### src/hw/core_defs.svh
`ifndef CORE_DEFS_SVH
`define CORE_DEFS_SVH
// ----------------------------------------------------------------
// Register offsets
// ----------------------------------------------------------------
`define A_OPERAND 8'h00
`define A_SECOND 8'h01
`define A_STATUS 8'h02
`define A_STACK 8'h03
`define A_DPTR0_LO 8'h04
`define A_DPTR0_HI 8'h05
`define A_DPTR1_LO 8'h06
`define A_DPTR1_HI 8'h07
`define A_DPTR_SEL 8'h08
`define A_CLK_CTRL 8'h09
`define A_PORT_BASE 8'h10
`define A_TMR_BASE 8'h20
`define A_TMR_CTRL 8'h28
`define A_WD_CTRL 8'h30
`define A_SCR_ADDR 8'h40
`define A_SCR_DATA 8'h41
// ----------------------------------------------------------------
// Field positions
// ----------------------------------------------------------------
`define PSW_CY 7
`define PSW_AC 6
`define PSW_F0 5
`define PSW_RS_HI 4
`define PSW_RS_LO 3
`define PSW_OV 2
`define PSW_F1 1
`define PSW_P 0
`define CLK_SB_BIT 2
`define TMR_OVF_LO 4
`define WD_EN_BIT 0
`define WD_SEL_LO 1
`define WD_SEL_HI 2
`define WD_RESTART_BIT 3
`define WD_FLAG_BIT 4
// ----------------------------------------------------------------
// Reset values and timing counts
// ----------------------------------------------------------------
`define RST_STACK 8'h07
`define RST_PORT 8'hff
`define DIV_CLK4 4
`define DIV_CLK64 64
`define DIV_CLK1024 1024
`endif

### src/hw/core_pkg.sv
// ----------------------------------------------------------------
// Shared types of the core
// ----------------------------------------------------------------
package core_pkg;
  // Machine cycle length select, code 2'b11 is illegal
  typedef enum logic [1:0] {
    MODE_DIV4 = 2'b00,
    MODE_DIV64 = 2'b01,
    MODE_DIV1024 = 2'b10
  } clk_mode_t;
  // Operations chosen by instruction decode
  typedef enum logic [2:0] {
    ALU_ADD = 3'b000,
    ALU_ADDC = 3'b001,
    ALU_SUBB = 3'b010,
    ALU_AND = 3'b011,
    ALU_OR = 3'b100,
    ALU_XOR = 3'b101,
    ALU_MUL = 3'b110,
    ALU_DIV = 3'b111
  } alu_op_t;
  // Result of one arithmetic step
  typedef struct packed {
    logic [7:0] a;
    logic [7:0] b;
    logic cy;
    logic ac;
    logic ov;
  } alu_res_t;
endpackage : core_pkg

### src/hw/scratch_mem.sv
`timescale 1ns/10ps
`default_nettype none
// Scratchpad store with registered read data
module scratch_mem #(
  parameter int W = 8,
  parameter int DEPTH = 256
) (
  // Clock and reset
  input wire logic sys_clk_i,
  input wire logic rst_i,
  // Write port
  input wire logic we_i,
  input wire logic [$clog2(DEPTH)-1:0] waddr_i,
  input wire logic [W-1:0] wdata_i,
  // Read port
  input wire logic [$clog2(DEPTH)-1:0] raddr_i,
  output logic [W-1:0] rdata_o
);
  // Storage array, no reset
  logic [W-1:0] mem [DEPTH];
  // Write side
  always_ff @(posedge sys_clk_i) begin
    if (we_i) begin
      mem[waddr_i] <= wdata_i;
    end
  end
  // Read side, data one cycle after the address
  always_ff @(posedge sys_clk_i or posedge rst_i) begin
    if (rst_i) begin
      rdata_o <= '0;
    end else begin
      rdata_o <= mem[raddr_i];
    end
  end
endmodule : scratch_mem
`default_nettype wire

### src/hw/core_regs.sv
`timescale 1ns/10ps
`default_nettype none
`include "core_defs.svh"
// Overview of operation
// - Default machine cycle lasts four clocks
// - Cycle length selectable as 4, 64, 1024
// - Switchback returns to four clocks on events
// - Arithmetic uses both operand registers, decode driven
// - Arithmetic results update status word flags
// - Status word holds carry, aux, user, bank, overflow, parity
// - Second operand feeds every step; takes product high, remainder
// - Two data pointers, one select bit
// - Stack pointer names last pushed location
// - Four ports; bus on ports zero, two
// - Port writes latch, port reads see pins
// - Three readable, writable sixteen bit timers
// - 256 byte scratchpad for data and stack
// - Watchdog resets CPU when not cleared
module core_regs
  import core_pkg::*;
#(
  parameter bit ROMLESS = 1'b1,
  parameter int WD_EXP = 17
) (
  // Clock and reset
  input wire logic sys_clk_i,
  input wire logic rst_i,
  // Register port
  input wire logic [7:0] reg_addr_i,
  input wire logic [7:0] reg_wdata_i,
  input wire logic reg_wr_i,
  input wire logic reg_rd_i,
  output logic [7:0] reg_rdata_o,
  // Instruction decode
  input wire logic alu_go_i,
  input wire alu_op_t alu_op_i,
  output logic alu_done_o,
  input wire logic push_i,
  input wire logic [7:0] push_data_i,
  input wire logic pop_i,
  // External data access
  input wire logic ext_access_i,
  input wire logic dptr_inc_i,
  output logic [15:0] ext_addr_o,
  // Wake events
  input wire logic irq_i,
  input wire logic serial_act_i,
  // Port pins
  input wire logic [3:0][7:0] port_pin_i,
  output logic [3:0][7:0] port_out_o,
  output logic [3:0][7:0] port_oe_o,
  // Cycle and reset outputs
  output logic cycle_o,
  output logic cpu_reset_o
);
  // ----------------------------------------------------------------
  // Helper functions
  // ----------------------------------------------------------------
  // Clocks per machine cycle for a mode
  function automatic logic [10:0] cyc_len(input clk_mode_t m);
    logic [10:0] n;
    n = 11'(`DIV_CLK1024);
    unique case (m)
      MODE_DIV4: n = 11'(`DIV_CLK4);
      MODE_DIV64: n = 11'(`DIV_CLK64);
      MODE_DIV1024: n = 11'(`DIV_CLK1024);
      default: n = 11'(`DIV_CLK1024);
    endcase
    return n;
  endfunction : cyc_len
  // Last watchdog count of an interval
  function automatic logic [31:0] wd_limit(input logic [1:0] sel);
    return (32'h0000_0001 << (WD_EXP + 2 * int'(sel))) - 32'h0000_0001;
  endfunction : wd_limit
  // One arithmetic step
  function automatic alu_res_t alu_calc(input alu_op_t op,
      input logic [7:0] a, input logic [7:0] b,
      input logic ci, input logic ai, input logic oi);
    alu_res_t r;
    logic [8:0] s;
    logic [4:0] h;
    logic [15:0] p;
    logic c;
    r = '{a: a, b: b, cy: ci, ac: ai, ov: oi};
    c = (op == ALU_ADD) ? 1'b0 : ci;
    s = '0;
    h = '0;
    p = {8'h00, a} * {8'h00, b};
    unique case (op)
      ALU_ADD, ALU_ADDC: begin
        s = {1'b0, a} + {1'b0, b} + {8'h00, c};
        h = {1'b0, a[3:0]} + {1'b0, b[3:0]} + {4'h0, c};
        r.a = s[7:0];
        r.cy = s[8];
        r.ac = h[4];
        r.ov = (a[7] == b[7]) && (s[7] != a[7]);
      end
      ALU_SUBB: begin
        s = {1'b0, a} - {1'b0, b} - {8'h00, ci};
        h = {1'b0, a[3:0]} - {1'b0, b[3:0]} - {4'h0, ci};
        r.a = s[7:0];
        r.cy = s[8];
        r.ac = h[4];
        r.ov = (a[7] != b[7]) && (s[7] != a[7]);
      end
      ALU_AND: r.a = a & b;
      ALU_OR: r.a = a | b;
      ALU_XOR: r.a = a ^ b;
      ALU_MUL: begin
        r.a = p[7:0];
        r.b = p[15:8];
        r.cy = 1'b0;
        r.ov = |p[15:8];
      end
      ALU_DIV: begin
        r.cy = 1'b0;
        r.ov = (b == 8'h00);
        if (b != 8'h00) begin
          r.a = a / b;
          r.b = a % b;
        end
      end
    endcase
    return r;
  endfunction : alu_calc
  // ----------------------------------------------------------------
  // Machine cycle divider
  // ----------------------------------------------------------------
  logic [9:0] cnt_reg, cnt_next; // Clock count within a cycle
  logic cycle_reg, cycle_next; // One clock pulse per machine cycle
  clk_mode_t clk_mode_reg, clk_mode_next; // Selected cycle length
  logic [10:0] cyc_last; // Last count of the current length
  // Next divider count
  always_comb begin
    cyc_last = cyc_len(clk_mode_reg) - 11'h001;
    if ({1'b0, cnt_reg} >= cyc_last) begin
      cnt_next = 10'h000;
      cycle_next = 1'b1;
    end else begin
      cnt_next = cnt_reg + 10'h001;
      cycle_next = 1'b0;
    end
  end
  // Divider registers
  always_ff @(posedge sys_clk_i or posedge rst_i) begin
    if (rst_i) begin
      cnt_reg <= 10'h000;
      cycle_reg <= 1'b0;
    end else begin
      cnt_reg <= cnt_next;
      cycle_reg <= cycle_next;
    end
  end
  assign cycle_o = cycle_reg;
  // ----------------------------------------------------------------
  // Register set
  // ----------------------------------------------------------------
  logic [7:0] operand_reg, operand_next; // Primary operand
  logic [7:0] second_reg, second_next; // Second operand
  logic [7:0] psw_reg, psw_next; // Program status word
  logic [7:0] sp_reg, sp_next; // Stack pointer
  logic [1:0][15:0] dptr_reg, dptr_next; // Data pointers
  logic dsel_reg, dsel_next; // Active pointer select
  logic sb_en_reg, sb_en_next; // Switchback enable
  logic [3:0][7:0] latch_reg, latch_next; // Port output latches
  logic [2:0][15:0] tmr_reg, tmr_next; // Timer counts
  logic [2:0] run_reg, run_next; // Timer run bits
  logic [2:0] ovf_reg, ovf_next; // Timer overflow flags
  logic [2:0] wd_ctl_reg, wd_ctl_next; // Enable and interval
  logic wd_flag_reg, wd_flag_next; // Watchdog timeout flag
  logic [31:0] wd_cnt_reg, wd_cnt_next; // Watchdog count
  logic [7:0] scr_addr_reg, scr_addr_next; // Scratchpad window
  logic [7:0] rdata_next, scr_q;
  logic [15:0] ext_addr_next;
  logic [3:0][7:0] pout_next, poe_next;
  logic alu_take, wd_fire, mem_we;
  logic [7:0] mem_waddr, mem_wdata;
  alu_res_t res;
  // Next values of every register
  always_comb begin
    operand_next = operand_reg;
    second_next = second_reg;
    psw_next = psw_reg;
    sp_next = sp_reg;
    dptr_next = dptr_reg;
    dsel_next = dsel_reg;
    clk_mode_next = clk_mode_reg;
    sb_en_next = sb_en_reg;
    latch_next = latch_reg;
    tmr_next = tmr_reg;
    run_next = run_reg;
    ovf_next = ovf_reg;
    wd_ctl_next = wd_ctl_reg;
    wd_flag_next = wd_flag_reg;
    wd_cnt_next = wd_cnt_reg;
    scr_addr_next = scr_addr_reg;
    mem_we = 1'b0;
    mem_waddr = scr_addr_reg;
    mem_wdata = reg_wdata_i;
    rdata_next = 8'h00;
    alu_take = alu_go_i && cycle_reg;
    res = alu_calc(alu_op_i, operand_reg, second_reg, psw_reg[`PSW_CY],
      psw_reg[`PSW_AC], psw_reg[`PSW_OV]);
    // Software writes
    if (reg_wr_i) begin
      unique case (reg_addr_i)
        `A_OPERAND: operand_next = reg_wdata_i;
        `A_SECOND: second_next = reg_wdata_i;
        // Flag layout, parity stays hardware owned
        `A_STATUS: psw_next[7:1] = reg_wdata_i[7:1];
        `A_STACK: sp_next = reg_wdata_i;
        `A_DPTR0_LO: dptr_next[0][7:0] = reg_wdata_i;
        `A_DPTR0_HI: dptr_next[0][15:8] = reg_wdata_i;
        `A_DPTR1_LO: dptr_next[1][7:0] = reg_wdata_i;
        `A_DPTR1_HI: dptr_next[1][15:8] = reg_wdata_i;
        `A_DPTR_SEL: dsel_next = reg_wdata_i[0];
        `A_CLK_CTRL: begin
          if (reg_wdata_i[1:0] != 2'b11) begin
            clk_mode_next = clk_mode_t'(reg_wdata_i[1:0]);
          end
          sb_en_next = reg_wdata_i[`CLK_SB_BIT];
        end
        `A_TMR_CTRL: begin
          run_next = reg_wdata_i[2:0];
          ovf_next = ovf_reg & reg_wdata_i[`TMR_OVF_LO+:3];
        end
        `A_WD_CTRL: begin
          wd_ctl_next = reg_wdata_i[`WD_SEL_HI:`WD_EN_BIT];
          if (reg_wdata_i[`WD_RESTART_BIT]) begin
            wd_cnt_next = 32'h0000_0000;
          end
          if (reg_wdata_i[`WD_FLAG_BIT]) begin
            wd_flag_next = 1'b0;
          end
        end
        `A_SCR_ADDR: scr_addr_next = reg_wdata_i;
        `A_SCR_DATA: mem_we = 1'b1;
        default: ;
      endcase
      for (int i = 0; i < 4; i++) begin
        if (reg_addr_i == 8'(`A_PORT_BASE + i)) begin
          latch_next[i] = reg_wdata_i;
        end
      end
      for (int i = 0; i < 3; i++) begin
        if (reg_addr_i == 8'(`A_TMR_BASE + 2 * i)) begin
          tmr_next[i][7:0] = reg_wdata_i;
        end
        if (reg_addr_i == 8'(`A_TMR_BASE + 2 * i + 1)) begin
          tmr_next[i][15:8] = reg_wdata_i;
        end
      end
    end
    if (clk_mode_reg != MODE_DIV4 && sb_en_reg && (irq_i || serial_act_i))
      begin
      clk_mode_next = MODE_DIV4;
    end
    // Arithmetic step on a machine cycle
    if (alu_take) begin
      operand_next = res.a;
      second_next = res.b;
      psw_next[`PSW_CY] = res.cy;
      psw_next[`PSW_AC] = res.ac;
      psw_next[`PSW_OV] = res.ov;
    end
    if (dptr_inc_i) begin
      dptr_next[dsel_reg] = dptr_reg[dsel_reg] + 16'h0001;
    end
    if (push_i) begin
      sp_next = sp_reg + 8'h01;
      mem_we = 1'b1;
      mem_waddr = sp_reg + 8'h01;
      mem_wdata = push_data_i;
    end else if (pop_i) begin
      sp_next = sp_reg - 8'h01;
    end
    // Timers count machine cycles, overflow set wins
    for (int i = 0; i < 3; i++) begin
      if (run_reg[i] && cycle_reg) begin
        tmr_next[i] = tmr_reg[i] + 16'h0001;
        if (tmr_reg[i] == 16'hffff) begin
          ovf_next[i] = 1'b1;
        end
      end
    end
    wd_fire = wd_ctl_reg[`WD_EN_BIT] && cycle_reg &&
      (wd_cnt_reg >= wd_limit(wd_ctl_reg[`WD_SEL_HI:`WD_SEL_LO]));
    if (wd_fire) begin
      wd_cnt_next = 32'h0000_0000;
      wd_flag_next = 1'b1;
    end else if (wd_ctl_reg[`WD_EN_BIT] && cycle_reg) begin
      wd_cnt_next = wd_cnt_reg + 32'h0000_0001;
    end
    psw_next[`PSW_P] = ^operand_next;
    // Read data, zero for unmapped addresses
    if (reg_rd_i) begin
      case (reg_addr_i)
        `A_OPERAND: rdata_next = operand_reg;
        `A_SECOND: rdata_next = second_reg;
        `A_STATUS: rdata_next = psw_reg;
        `A_STACK: rdata_next = sp_reg;
        `A_DPTR0_LO: rdata_next = dptr_reg[0][7:0];
        `A_DPTR0_HI: rdata_next = dptr_reg[0][15:8];
        `A_DPTR1_LO: rdata_next = dptr_reg[1][7:0];
        `A_DPTR1_HI: rdata_next = dptr_reg[1][15:8];
        `A_DPTR_SEL: rdata_next = {7'h00, dsel_reg};
        `A_CLK_CTRL: rdata_next = {5'h00, sb_en_reg, clk_mode_reg};
        `A_TMR_CTRL: rdata_next = {1'b0, ovf_reg, 1'b0, run_reg};
        `A_WD_CTRL: rdata_next = {3'h0, wd_flag_reg, 1'b0, wd_ctl_reg};
        `A_SCR_ADDR: rdata_next = scr_addr_reg;
        `A_SCR_DATA: rdata_next = scr_q;
        default: rdata_next = 8'h00;
      endcase
      for (int i = 0; i < 4; i++) begin
        if (reg_addr_i == 8'(`A_PORT_BASE + i)) begin
          rdata_next = port_pin_i[i];
        end
      end
      for (int i = 0; i < 3; i++) begin
        if (reg_addr_i == 8'(`A_TMR_BASE + 2 * i)) begin
          rdata_next = tmr_reg[i][7:0];
        end
        if (reg_addr_i == 8'(`A_TMR_BASE + 2 * i + 1)) begin
          rdata_next = tmr_reg[i][15:8];
        end
      end
    end
    // Selected pointer drives the external address
    ext_addr_next = dptr_reg[dsel_reg];
    // Ports drive low for a zero latch bit, bus overrides
    for (int i = 0; i < 4; i++) begin
      pout_next[i] = latch_reg[i];
      poe_next[i] = ~latch_reg[i];
    end
    if (ROMLESS && ext_access_i) begin
      pout_next[0] = dptr_reg[dsel_reg][7:0];
      pout_next[2] = dptr_reg[dsel_reg][15:8];
      poe_next[0] = 8'hff;
      poe_next[2] = 8'hff;
    end
  end
  // Register stage
  always_ff @(posedge sys_clk_i or posedge rst_i) begin
    if (rst_i) begin
      operand_reg <= 8'h00;
      second_reg <= 8'h00;
      psw_reg <= 8'h00;
      sp_reg <= `RST_STACK;
      dptr_reg <= '0;
      dsel_reg <= 1'b0;
      clk_mode_reg <= MODE_DIV4;
      sb_en_reg <= 1'b0;
      latch_reg <= {4{`RST_PORT}};
      tmr_reg <= '0;
      run_reg <= 3'h0;
      ovf_reg <= 3'h0;
      wd_ctl_reg <= 3'h0;
      wd_flag_reg <= 1'b0;
      wd_cnt_reg <= 32'h0000_0000;
      scr_addr_reg <= 8'h00;
      reg_rdata_o <= 8'h00;
      alu_done_o <= 1'b0;
      cpu_reset_o <= 1'b0;
      ext_addr_o <= 16'h0000;
      port_out_o <= {4{`RST_PORT}};
      port_oe_o <= '0;
    end else begin
      operand_reg <= operand_next;
      second_reg <= second_next;
      psw_reg <= psw_next;
      sp_reg <= sp_next;
      dptr_reg <= dptr_next;
      dsel_reg <= dsel_next;
      clk_mode_reg <= clk_mode_next;
      sb_en_reg <= sb_en_next;
      latch_reg <= latch_next;
      tmr_reg <= tmr_next;
      run_reg <= run_next;
      ovf_reg <= ovf_next;
      wd_ctl_reg <= wd_ctl_next;
      wd_flag_reg <= wd_flag_next;
      wd_cnt_reg <= wd_cnt_next;
      scr_addr_reg <= scr_addr_next;
      reg_rdata_o <= rdata_next;
      alu_done_o <= alu_take;
      cpu_reset_o <= wd_fire;
      ext_addr_o <= ext_addr_next;
      port_out_o <= pout_next;
      port_oe_o <= poe_next;
    end
  end
  // Scratchpad store, read through the window address
  scratch_mem #(.W(8), .DEPTH(256)) u_scratch (
    .sys_clk_i(sys_clk_i),
    .rst_i(rst_i),
    .we_i(mem_we),
    .waddr_i(mem_waddr),
    .wdata_i(mem_wdata),
    .raddr_i(scr_addr_reg),
    .rdata_o(scr_q)
  );
  // ----------------------------------------------------------------
  // Checks
  // ----------------------------------------------------------------
  logic [10:0] gap_reg; // Clocks since the last cycle pulse
  logic stable_reg; // Mode unchanged since the last pulse
  // Helper tracking for cycle length checks
  always_ff @(posedge sys_clk_i or posedge rst_i) begin
    if (rst_i) begin
      gap_reg <= 11'h000;
      stable_reg <= 1'b0;
    end else begin
      gap_reg <= cycle_reg ? 11'h000 : gap_reg + 11'h001;
      stable_reg <= (clk_mode_next == clk_mode_reg) && (cycle_reg || stable_reg);
    end
  end
endmodule : core_regs
`default_nettype wire

### config.mk
export PLATFORM = sky130hd
export DESIGN_NAME = core_regs
export DESIGN_NICKNAME = d
export VERILOG_FILES = /design/src/hw/core_pkg.sv /design/src/hw/scratch_mem.sv /design/src/hw/core_regs.sv
export VERILOG_INCLUDE_DIRS = /design/src /design/src/hw
export SDC_FILE = /design/constraint.sdc
export NUM_CORES = 2
export LEC_CHECK = 0
export BUFFER_PORTS_ARGS = -buffer_cell sky130_fd_sc_hd__buf_2
export CORE_AREA = 2 2 440 442
export CTS_CLUSTER_DIAMETER = 50
export CTS_CLUSTER_SIZE = 16
export DETAILED_ROUTE_END_ITERATION = 8
export DIE_AREA = 0 0 442 444
export GPL_TIMING_DRIVEN = 0
export PLACE_DENSITY = 0.69
export SYNTH_ARGS = -nofsm -noshare
export SYNTH_HDL_FRONTEND = slang
export SYNTH_SLANG_ARGS = --single-unit
### constraint.sdc
create_clock -name sys_clk_i -period 14.75 [get_ports sys_clk_i]
set_input_delay 2.2125 -clock sys_clk_i [delete_from_list [all_inputs] [get_ports sys_clk_i]]
set_output_delay 2.2125 -clock sys_clk_i [all_outputs]
set_load 0.005 [all_outputs]
==> out/results.ini <==
[outcome]
status = finished, violations left
violations = max-capacitance violations, max-slew violations

[cells_and_area]
area_growth_pct = 10.4
nFillCells = 14100
multi_input_area_mm2 = 0.0283
nets = 6033
drive_above_1_share_pct = 22.9
ff_latch_area_mm2 = 0.0693
largest_reg_flops = 2048

[synth]
synth.distinct_cells = 80
synth_flop_cell = edfxtp_1
yosys-top-cells-count = edfxtp_1, mux4_2, nor2_1, nand2_1, dfrtp_1
synth.avg_cell_area_um2 = 18.2
synth_cells = 5437
yosys_register_bits = 2355
async_reset_ff_share_pct = 13.0
ys.warnings.count = 0
synth_area_leader_cell = edfxtp_1
synth_edf_count = 2048
synth_top_area_share_pct = 62.1
syn-cell-area_mm2 = 0.0991
synthTopCellsByArea = edfxtp_1, mux4_2, dfrtp_1
synth_fp_nets = 5676
yosysMostFrequentCell = edfxtp_1
synth-seq-area-share_pct = 69.9

[timing]
tns_ns = 0
fin_crit_sh_pct = 94.4
rsz0062_at_grt = no
slew_headroom_pct = -3.78
skew_ns = 0.0557
fmax_mhz = 71.8
setup_violations = 0
min_period_ns = 13.93
tightestPinTransition_ns = 1.56
drv_slew = 33
hold_viol_final = 0

[pwr]
p_per_area_mw_per_mm2 = 168
p_leak_nw = 35.1
ir_worst_vdd_uv = 303
finalPower_mw = 18.4

[drt]
drc_errors = 0
vias = 54500
vias_per_cell = 6.46
first_pass_iters = 6
ant_nets = 0
wl_per_cell_um = 31.6
drt_wl_total_um = 267000
drt_iter0_markers = 6940

[grt]
grt_pass1_wl_um = 382000
grtUsageMet2_pct = 42.7
grt-busiest-layer = met2
grt_max_degree = 153
grt-ovfl-total = 0
antenna_found_initial = 15
grt_usage_pct = 27.1
gr-usage-met3_pct = 4.90
use_met1_pct = 37.1
grt_pass1_vias = 53700

[die]
num_rows = 161
initial_utilization_pct = 51.7
num_io_pins = 161
core_area_mm2 = 0.192
die_h_um = 444
die_x_um = 442
fp.dieArea_mm2 = 0.196

[min_path]
min_path_type = reg -> reg

[clock_tree]
ctsLongestPathBuffers = 3
cts.sinks = 2355
cts.clk_slew.worst_paths_ns = 0.08
post_cts_buffers = 0
ctsHoldBuffers = 0
cts_resized = 0
cts_buffers = 189
htreeDepth = 4
cts_tree = built
clock_latency_ns = 0.85
cts-root-buf = clkbuf_16

[setup_path]
crit_top_cell = ha_1
critPathMaxFanout = 12
slowest_delay_ns = 0.59
arrival_ns = 14.65
slowest_stage = dfrtp_1
crit_type = reg -> reg
cp-start-kind = flip-flop
crit_path_end_kind = flip-flop
required_ns = 15.47

[placed_design]
routabilityCongestion = 0.966
hpwlAfterDp_um = 179000
portBuffers = 154

[run]
max_cap_viol_count = 4

cell families after synthesis:
group	synth area share, %
AO/OA/AOI/OAI	3.60
adder cells (fa/ha/maj)	2.44
AND/OR/NAND/NOR	4.55
buffers and inverters	1.66
flip-flops	69.9
XOR/XNOR	0.796
multiplexers	17.0
through the flow:
stage	area, µm²	std cells	setup WS (ns)	util (%)	hold slack (ns)
after floorplan	99100	5437	3.30	-	0.359
after global placement	103000	8117	0.488	53.8	0.362
after detailed placement	103000	8129	0.342	54.0	0.364
after CTS	109000	8427	0.323	57.1	0.366
after global routing	109000	8433	0.0245	57.1	0.370
final	109000	8436	0.819	57.1	0.362
routing by layer:
layer  share of wire (%)  vias up
li1                    -    22400
met5               0.015        -
met4                 5.5        6
met3                 8.9      570
met1                  38    28500
met2                  47     3037
placed cells by master (no fill, tap or decap), types with 25 or more instances in the layout:
cell type,n
buf_1,44
mux2_2,85
mux4_2,686
a21oi_1,125
o21ai_0,134
xnor2_1,57
clkbuf_16,192
nor2_1,512
a21o_1,25
nand4_1,28
ha_1,128
buf_2,184
inv_1,122
edfxtp_1,2048
nand2_1,254
dfrtp_1,240
dfstp_2,67
fa_1,41
nand3_1,77
mux2i_1,38
and3_1,25
nor3_1,45
xor2_1,25
clkbuf_1,230
cell type report:
class | instances | area share (%)
plain buffers | 298 | 1.09
multi-input cells | 2657 | 25.9
inverters | 127 | 0.443
well taps | 2526 | 2.89
flip-flops and latches | 2355 | 63.3
clock inverters | 79 | 0.852
diodes | 9 | 0.0206
repair buffers | 166 | 1.01
clock buffers | 219 | 4.52
power by group:
group          switching, mW  internal (mW)
combinational           3.40           2.21
sequential             0.237           7.53
clock                   2.39           2.60
total                   6.03           12.3
worst max-delay path: cells and delay by family (launching register included):
family | cells | cell delay [ns]
compound gates | 27 | 6.11
fa+ha+maj | 8 | 2.65
buf+inv | 5 | 1.82
mux | 3 | 1.12
simple gates | 5 | 0.99
xor+xnor | 2 | 0.59
flops | 1 | 0.59
final timing paths:
path | startpoint | slack (ns) | endpoint | cells after the start
worst max-delay path | second_reg[0]$_DFFE_PP0P_ | 0.82 | psw_reg[0]$_DFF_PP0_ | 50
worst min-delay path | latch_reg[31]$_DFFE_PP1P_ | 0.36 | port_out_o[31]$_DFF_PP1_ | 0
worst max register to register | second_reg[0]$_DFFE_PP0P_ | 0.82 | psw_reg[0]$_DFF_PP0_ | 50
worst min register to register | latch_reg[31]$_DFFE_PP1P_ | 0.36 | port_out_o[31]$_DFF_PP1_ | 0
max in group asynchronous | rst_i | 11.81 | port_oe_o[14]$_DFF_PP0_ | 4
min in group asynchronous | rst_i | 1.38 | wd_cnt_reg[14]$_DFFE_PP0P_ | 2
(Power assumes the default switching activity.)
